==> src/pkg/pmc_defs.vh <==
`ifndef PMC_DEFS_VH
`define PMC_DEFS_VH
// ----------------------------------------
// Register offsets
// ----------------------------------------
`define PMC_ADDR_W 8
`define PMC_OFF_TX_CFG 8'h30
`define PMC_OFF_TX_MASK 8'h4a
`define PMC_OFF_LCV_HI 8'h50
`define PMC_OFF_LCV_LO 8'h51
`define PMC_OFF_FRM_HI 8'h52
`define PMC_OFF_FRM_LO 8'h53
`define PMC_OFF_PAR_HI 8'h54
`define PMC_OFF_PAR_LO 8'h55
`define PMC_OFF_FEB_HI 8'h56
`define PMC_OFF_FEB_LO 8'h57
`define PMC_OFF_HOLD 8'h6c
// ----------------------------------------
// Field positions and reset values
// ----------------------------------------
`define PMC_TX_INS_EN_BIT 7
`define PMC_MASK_RST 4'h0
`define PMC_CFG_RST 8'h00
`define PMC_CNT_RST 16'h0000
`define PMC_HOLD_RST 8'h00
// ----------------------------------------
// Framing format codes
// ----------------------------------------
`define PMC_FMT_DS3_CBIT 2'h0
`define PMC_FMT_DS3_M13 2'h1
`define PMC_FMT_E3_G751 2'h2
`define PMC_FMT_E3_G832 2'h3
`endif

==> src/rtl/pmc_event_counter.v <==
`timescale 1ns/100ps
`include "pmc_defs.vh"
// One 16-bit clear-on-read event counter
module pmc_event_counter (
   input wire clk,
   input wire srst,
   input wire eventIn,
   input wire clearIn,
   output wire [15:0] count
);
   reg [15:0] countQ;
   reg [15:0] countD;
   // Clear wins over the old value, but an event in the clear cycle becomes count one
   always @* begin
      countD = countQ;
      if (clearIn) begin
         countD = eventIn ? 16'h0001 : `PMC_CNT_RST; // RQ11
      end else if (eventIn && (countQ != 16'hffff)) begin
         countD = countQ + 16'h0001; // Saturate rather than wrap
      end
   end
   // Counter store
   always @(posedge clk) begin
      if (srst) begin
         countQ <= `PMC_CNT_RST; // RQ8
      end else begin
         countQ <= countD;
      end
   end
   assign count = countQ;
endmodule // pmc_event_counter

==> src/rtl/pmc_bip_inject.v <==
`timescale 1ns/100ps
`include "pmc_defs.vh"
// Registered BIP-4 nibble error injection
module pmc_bip_inject (
   input wire clk,
   input wire srst,
   input wire [3:0] bipIn,
   input wire bipValid,
   input wire [3:0] maskIn,
   input wire insertEnable,
   output wire [3:0] bipOut,
   output wire bipOutValid
);
   reg [3:0] bipOutQ;
   reg validQ;
   // Mask applies only while insertion is enabled
   always @(posedge clk) begin
      if (srst) begin
         bipOutQ <= 4'h0;
         validQ <= 1'b0;
      end else begin
         validQ <= bipValid;
         if (bipValid) begin
            bipOutQ <= insertEnable ? (bipIn ^ maskIn) : bipIn; // RQ1 RQ3
         end
      end
   end
   assign bipOut = bipOutQ;
   assign bipOutValid = validQ;
endmodule // pmc_bip_inject

==> src/rtl/pmc_perf_monitor.v <==
`timescale 1ns/100ps
`include "pmc_defs.vh"
// Summary of operation
// RQ1 - Outgoing BIP-4 nibble is computed nibble XOR transmit parity mask.
// RQ2 - Mask resets to zero; zero mask sends BIP-4 unchanged.
// RQ3 - Mask ignored while insert enable, bit 7 of register 0x30, is zero.
// RQ4 - Sixteen-bit count of line code violations since last read.
// RQ5 - Sixteen-bit count of framing bit or byte errors since last read.
// RQ6 - Parity count takes P-bit, BIP-4 or BIP-8 errors by framing format.
// RQ7 - Sixteen-bit count of far-end block errors since last read.
// RQ8 - Reading a counter byte returns it and clears it; all reset zero.
// RQ9 - Each counter: upper byte at even address, lower byte at next.
// RQ10 - First read clears whole counter; other byte waits in holding register 0x6c.
// RQ11 - Event in the clearing cycle counts as first of new interval.
module pmc_perf_monitor (
   input wire clk,
   input wire srst,
   input wire [7:0] regAddr,
   input wire [7:0] regWrData,
   input wire regWrEn,
   input wire regRdEn,
   output reg [7:0] regRdData,
   input wire [1:0] framingFormat,
   input wire lineCodeViolationIn,
   input wire framingErrorIn,
   input wire pbitErrorIn,
   input wire bip4ErrorIn,
   input wire bip8ErrorIn,
   input wire farEndBlockErrorIn,
   input wire [3:0] txBipNibble,
   input wire txBipValid,
   output reg [3:0] txBipNibbleOut,
   output reg txBipNibbleOutValid
);
   // ----------------------------------------
   // Decode helpers
   // ----------------------------------------
   // Counter index for an address in 0x50..0x57, valid flag in bit 2
   function [2:0] cntSel;
      input [7:0] a;
      begin
         cntSel = {(a[7:3] == 5'h0a), a[2:1]};
      end
   endfunction

   // ----------------------------------------
   // Configuration registers
   // ----------------------------------------
   reg [7:0] txCfg_q;
   reg [3:0] txMask_q;
   // Host writes; unmapped writes are dropped
   always @(posedge clk) begin
      if (srst) begin
         txCfg_q <= `PMC_CFG_RST;
         txMask_q <= `PMC_MASK_RST; // RQ2
      end else if (regWrEn) begin
         if (regAddr == `PMC_OFF_TX_CFG) begin
            txCfg_q <= regWrData;
         end
         if (regAddr == `PMC_OFF_TX_MASK) begin
            txMask_q <= regWrData[3:0];
         end
      end
   end

   // ----------------------------------------
   // Event selection
   // ----------------------------------------
   reg parityEvent;
   // Only the error type of the active format reaches the parity counter
   always @* begin
      case (framingFormat)
         `PMC_FMT_E3_G751: parityEvent = bip4ErrorIn; // RQ6
         `PMC_FMT_E3_G832: parityEvent = bip8ErrorIn; // RQ6
         default: parityEvent = pbitErrorIn; // RQ6
      endcase
   end
   wire [3:0] events;
   assign events = {farEndBlockErrorIn, parityEvent, framingErrorIn, lineCodeViolationIn};

   // ----------------------------------------
   // Counters
   // ----------------------------------------
   wire [2:0] rdSel;
   assign rdSel = cntSel(regAddr);
   wire rdCounter;
   assign rdCounter = regRdEn && rdSel[2];
   wire [63:0] countsFlat;
   genvar gi;
   generate
      for (gi = 0; gi < 4; gi = gi + 1) begin : gCnt
         // Either byte read clears the whole counter
         pmc_event_counter uCnt (
            .clk(clk),
            .srst(srst),
            .eventIn(events[gi]), // RQ4 RQ5 RQ7
            .clearIn(rdCounter && (rdSel[1:0] == gi)), // RQ8 RQ10
            .count(countsFlat[gi*16 +: 16])
         );
      end
   endgenerate
   wire [15:0] selCount;
   assign selCount = countsFlat[rdSel[1:0]*16 +: 16];

   // ----------------------------------------
   // Holding register and read data
   // ----------------------------------------
   reg [7:0] hold_q;
   reg [7:0] rdData_d;
   reg [7:0] hold_d;
   // Reading the holding register consumes it; it is clear-on-read too
   always @* begin
      rdData_d = 8'h00;
      hold_d = hold_q;
      if (regRdEn) begin
         if (rdSel[2]) begin
            if (regAddr[0] == 1'b0) begin
               rdData_d = selCount[15:8]; // RQ9
               hold_d = selCount[7:0]; // RQ10
            end else begin
               rdData_d = selCount[7:0]; // RQ9
               hold_d = selCount[15:8]; // RQ10
            end
         end else begin
            case (regAddr)
               `PMC_OFF_TX_CFG: rdData_d = txCfg_q;
               `PMC_OFF_TX_MASK: rdData_d = {4'h0, txMask_q};
               `PMC_OFF_HOLD: begin
                  rdData_d = hold_q;
                  hold_d = `PMC_HOLD_RST;
               end
               default: rdData_d = 8'h00; // Unmapped reads return zero
            endcase
         end
      end
   end
   // Read data registered; held until the next read
   always @(posedge clk) begin
      if (srst) begin
         hold_q <= `PMC_HOLD_RST;
         regRdData <= 8'h00;
      end else begin
         hold_q <= hold_d;
         if (regRdEn) begin
            regRdData <= rdData_d;
         end
      end
   end

   // ----------------------------------------
   // Transmit BIP-4 injection
   // ----------------------------------------
   wire [3:0] injNibble;
   wire injValid;
   pmc_bip_inject uInj (
      .clk(clk),
      .srst(srst),
      .bipIn(txBipNibble),
      .bipValid(txBipValid),
      .maskIn(txMask_q), // RQ1
      .insertEnable(txCfg_q[`PMC_TX_INS_EN_BIT]), // RQ3
      .bipOut(injNibble),
      .bipOutValid(injValid)
   );
   // Extra stage keeps outputs straight from flops
   always @(posedge clk) begin
      if (srst) begin
         txBipNibbleOut <= 4'h0;
         txBipNibbleOutValid <= 1'b0;
      end else begin
         txBipNibbleOut <= injNibble;
         txBipNibbleOutValid <= injValid;
      end
   end
endmodule // pmc_perf_monitor

==> config.mk <==
export PLATFORM = sky130hd
export DESIGN_NAME = pmc_perf_monitor
export DESIGN_NICKNAME = d
export VERILOG_FILES = /design/src/rtl/pmc_event_counter.v /design/src/rtl/pmc_bip_inject.v /design/src/rtl/pmc_perf_monitor.v
export VERILOG_INCLUDE_DIRS = /design/src /design/src/pkg
export SDC_FILE = /design/constraint.sdc
export NUM_CORES = 1
export LEC_CHECK = 0
export BUFFER_PORTS_ARGS = -buffer_cell sky130_fd_sc_hd__clkbuf_2
export CAP_MARGIN = 30
export CORE_UTILIZATION = 50
export CTS_BUF_LIST = sky130_fd_sc_hd__clkbuf_16
export CTS_CLUSTER_DIAMETER = 60
export DETAILED_ROUTE_END_ITERATION = 6
export GPL_TIMING_DRIVEN = 0
export PLACE_DENSITY = 0.68
export REMOVE_ABC_BUFFERS = 1
export SYNTH_ARGS = -nofsm -noshare
export SYNTH_HDL_FRONTEND = slang
export SYNTH_HIERARCHICAL = 1
export SYNTH_SLANG_ARGS = --single-unit
==> constraint.sdc <==
create_clock -name clk -period 7.1 [get_ports clk]
set_input_delay 1.42 -clock clk [delete_from_list [all_inputs] [get_ports clk]]
set_output_delay 1.42 -clock clk [all_outputs]
set_load 0.05 [all_outputs]
==> impl_metrics.toml, run 1 <==
[sta]
finalHoldViolations = 0
fin_ws_ps = 3860
rsz0062_at_grt = "false"
fin_crit_ps = 3240
slew_viol_final = 0
min_period_over_period = 0.456
whs_ps = 448
finalClockSkew_ps = 8.93
fmax_mhz = 309
finalSetupTns_ps = 0
setup_viol = 0
relSlewSlack = 0.340
tightestPinTransition_ps = 991

[grt]
grt.overflow.total = 0
grt_pass1_wl_mm = 23.3
antenna_found_initial = 0
grt_pass1_vias = 4737
grt_max_degree = 53
gr-usage-all-layers = 0.259

[power_and_ir_drop]
internal_power_mw = 0.924
seqPwrFrac = 0.485
leakage_nw = 2.09
netSwitchingPower_mw = 0.292
clkPwrFrac = 0.442
powerDensity_nw_per_um2 = 197
ir_worst_vdd_mv = 0.194
pwr-share-comb = 0.073
swShare = 0.240
power_mw = 1.22

[worst_hold_path]
holdPathStages = 1
hold_start = "uInj/bipOutValid"
hold_path_class = "reg2reg"

[synthesis]
synth_area_per_cell_um2 = 9.12
async_flop_share = 0
ys_types = 59
syn_inst = 619
synthesis.area_um2 = 5640
ys_seq_area_frac = 0.362
yosysMostFrequentCell = "dfxtp_1"
synth_top_cell_area_share = 0.362
synth_enable_flop_cells = 0
ys.flop_type = "dfxtp_1"
yosys_warnings = 6
synth_top_area_cell = "dfxtp_1"
synth.ff_latch_count = 102
netlist_top_cells_count = "dfxtp_1, a21oi_1, nand3_1"
synth.area.top_cells = "dfxtp_1, mux4_2, a21oi_1"

[clock_network]
post_cts_resized = 0
cts.path.max_buffers = 2
h-tree-depth = 3
cts.clk_slew.worst_paths_ps = 70
clk_latency_ps = 350
cts_setup_buffers = 0
numCtsBuffers = 9
cts_tree = "built"
cts-root-buf = "clkbuf_16"
cts_sinks = 102
hold_buffers = 0

[placement]
place_ws_ps = 3560
dp.cells = 776
gp_congestion = 0.863
dp_hpwl_mm = 10.7
port_buffers = 45
placed_area_um2 = 5860

[final_layout]
multiInputGateArea_um2 = 3280
final_cells = 792
seq_area_um2 = 2040
layout.nets = 684
post-route-util = 0.566
num-fill-cells = 983
num_antenna_cells = 0
drive_gt1_frac = 0.178
fin_area_um2 = 6190
synthToLayoutAreaGrowth_pct = 9.62

[detailed_routing]
dr.pass1.iters = 5
routed_wl_mm = 14.5
drc = 0
drt-wirelength-per-cell_um = 18.3
via_per_inst = 6.45
ant_nets = 0
first_iter_violations = 543
vias = 5110

[floorplanning]
die_width_um = 108
num_rows = 38
ios = 46
die_y_um = 108
dieArea_um2 = 11700
initial_utilization = 0.516
coreArea_um2 = 10900

[critical_path]
path_max_fanout = 8
worstSetupPathType = "in2reg"
startpoint = "framingFormat[0]"
arrival_ps = 3530
r2r_start = "gCnt[1].uCnt/count[1]"
cp-start-kind = "input pin"
worstRegToRegCells = 5
cp-end-kind = "register"
worst_ep_required_time_ps = 7390

[outcome]
outcome = "finished clean"

[run]
max-cap-violations = 0
==> power by group through the flow <==
stage / logic, mW / clock network [mW] / registers, mW
2_1_floorplan: 0.0397 / 0 / 0.612
3_3_place_gp: 0.0864 / 0 / 0.603
3_5_place_dp: 0.0887 / 0 / 0.603
4_1_cts: 0.0888 / 0.549 / 0.590
5_1_grt: 0.0974 / 0.570 / 0.591
6_report: 0.0892 / 0.538 / 0.590
==> layout make-up <==
class / count / share of cell area
multi-input combinational: 456 / 0.531
sequential: 102 / 0.330
timing repair buffer: 49 / 0.0413
clock buffer: 9 / 0.0364
tap: 140 / 0.0283
inverter: 29 / 0.0176
clock inverter: 7 / 0.0158
==> sequential cells by signal, summed over array words and instances, names as in the netlist <==
| name | cells |
|---|---|
| txBipNibbleOut | 4 |
| txMask_q | 4 |
| gCnt.uCnt/count | 64 |
| txCfg_q | 8 |
| txBipNibbleOutValid | 1 |
| uInj/bipOutValid | 1 |
| hold_q | 8 |
| uInj/bipOut | 4 |
| regRdData | 8 |
==> metal layers <==
layer,GRT usage,part of all wire,vias to the layer above
li1,-,-,2476
met2,0.448,0.49,182
met1,0.317,0.43,2432
met4,0.0841,0.021,0
met3,0.0579,0.054,20
met5,0,0,-
==> critical path, stage by stage <==
cell      delay (ps)
clkbuf_2          90
mux2i_1          120
a21oi_1          450
nand3_1          290
or3_1            560
or4_1            440
a21oi_1          150
==> cell families (layout without fill, tap and decap cells) <==
kind of cell               Yosys count  after routing  share of synthesized area
AOI/OAI and AO/OA                  170            170                      0.207
adders and majority gates            4              4                    0.00887
buffers and inverters               61             94                     0.0610
DFF                                102            102                      0.362
muxes                               29             29                     0.0869
and+or+nand+nor                    253            253                      0.274
==> worst paths after layout <==
path,endpoint,slack [ps]
worst max-delay path,gCnt[2].uCnt/count[15],3860
worst min-delay path,txBipNibbleOutValid,450
worst max register to register,gCnt[1].uCnt/count[10],5020
worst min register to register,txBipNibbleOutValid,450
==> placed cells by master, fill, tap and decap left out, drive strengths merged, types with 5 or more instances in the layout <==
cell / n
a311oi: 8
nand3: 48
a21oi: 57
o22ai: 8
nand4: 18
nor2: 28
and3: 12
o31ai: 24
or4: 28
nor2b: 7
inv: 30
clkbuf: 54
nor3: 19
mux2i: 13
nor4: 12
nand2: 37
o211a: 8
dfxtp: 102
or3: 17
nor3b: 8
nand2b: 5
a221oi: 8
o21ai: 20
mux4: 16
(Power assumes the default switching activity.)
==> run 2, diff against run 1 <==
- PLACE_DENSITY: 0.68 -> 0.71
- clock period: 7.1 -> 2.69 ns (I/O delays scaled with it)
==> impl_metrics.toml, run 2 (synthesis results as in run 1) <==
[detailed_routing]
dr.pass1.iters = 6
wl_met2_mm = 7.24
drc = 0
top_layer_used = "met4"
routed_wl_mm = 14.6
vias = 5150
first_iter_violations = 539
ant_nets = 0
met3_length_um = 755
drt-wirelength-per-cell_um = 18.5
drt-met1-wl_mm = 6.25
via_per_inst = 6.51

[critical_path]
arrival_ps = 2590
worstSetupPathType = "in2reg"
worst_ep_required_time_ps = 2970
cp-end-kind = "register"
cp-start-kind = "input pin"
path_max_fanout = 7

[final_layout]
num-fill-cells = 982
layout.nets = 684
final_cells = 791
post-route-util = 0.559
layout_commonest_cell = "dfxtp_1"
largest_reg_flops = 64
synthToLayoutAreaGrowth_pct = 8.31
fin_area_um2 = 6110
num_antenna_cells = 0
final_cell_mix = "dfxtp_1, a21oi_1, nand3_1"
drive_gt1_frac = 0.169

[placement]
dp_hpwl_mm = 10.8
place_ws_ps = 54.3
dp.cells = 776
port_buffers = 45
placed_area_um2 = 5860
gp_congestion = 0.853

[clock_network]
post_cts_resized = 0
cts.clk_slew.worst_paths_ps = 60
cts_setup_buffers = 0
clk_latency_ps = 350
cts-root-buf = "clkbuf_16"
h-tree-depth = 3
cts.path.max_buffers = 2
cts_tree = "built"
hold_buffers = 0
cts_sinks = 102
numCtsBuffers = 9

[grt]
gr-usage-all-layers = 0.259
grt_max_degree = 53
antenna_found_initial = 0
grt_pass1_vias = 4786
grt.overflow.total = 0
grt_pass1_wl_mm = 23.3

[power_and_ir_drop]
netSwitchingPower_mw = 0.725
power_mw = 2.95
internal_power_mw = 2.23
powerDensity_nw_per_um2 = 483
clkPwrFrac = 0.391
swShare = 0.246
pwr-share-comb = 0.081
seqPwrFrac = 0.528
ir_worst_vdd_mv = 0.497
leakage_nw = 2.07

[floorplanning]
coreArea_um2 = 10900
ios = 46
num_rows = 38
dieArea_um2 = 11700
die_width_um = 108
die_y_um = 108
initial_utilization = 0.516

[outcome]
outcome = "finished clean"

[sta]
tightestPinTransition_ps = 1020
slew_viol_final = 0
finalHoldViolations = 0
fin_ws_ps = 381
finalSetupTns_ps = 0
rsz0062_at_grt = "false"
relSlewSlack = 0.321
finalClockSkew_ps = 5.67
setup_viol = 0
whs_ps = 416
fin_crit_ps = 2310
min_period_over_period = 0.858
fmax_mhz = 433

[worst_hold_path]
hold_path_class = "in2reg"

[run]
max-cap-violations = 0
[run 2: cell count changes in the layout (fill, tap and decap cells not counted), sizes merged]
cell,previous run,this run
bufinv,2,0
clkinv,2,3
clkinvlp,2,0
inv,30,32
[run 2: area by class of cell]
type / instances / area, um^2 / area share
multi-input combinational: 456 / 3280 / 0.537
sequential: 102 / 2040 / 0.334
clock buffer: 9 / 225 / 0.0368
timing repair buffer: 49 / 255 / 0.0418
tap: 140 / 175 / 0.0287
inverter: 29 / 109 / 0.0178
clock inverter: 6 / 23.8 / 0.00389
[run 2: power by group through the flow]
stage	Sequential (mW)	Clock (mW)	Combinational, mW
6_report	1.56	1.16	0.239
5_1_grt	1.56	1.24	0.256
4_1_cts	1.56	1.17	0.237
3_5_place_dp	1.59	0	0.236
3_3_place_gp	1.59	0	0.228
2_1_floorplan	1.62	0	0.105
[run 2: critical path: stages]
cell and delay [ps]:
clkbuf_2 90, mux2i_1 110, a21oi_1 410, nand2_1 270, or3_1 500, or4_1 520, a21oi_1 150
[run 2: routing by layer]
layer	GRT usage	up-vias
li1	-	2468
met1	0.302	2479
met2	0.450	180
met3	0.0633	23
met4	0.114	0
met5	0	-
[run 2: worst paths after layout]
check | startpoint | end | cells after the start | slack, ps
hold reg to reg | uInj/bipOutValid | txBipNibbleOutValid | 1 | 440
setup / recovery | framingFormat[0] | gCnt[2].uCnt/count[10] | 7 | 380
setup reg to reg | gCnt[3].uCnt/count[0] | gCnt[3].uCnt/count[10] | 5 | 600
hold / removal | regWrData[4] | txCfg_q[4] | 3 | 420
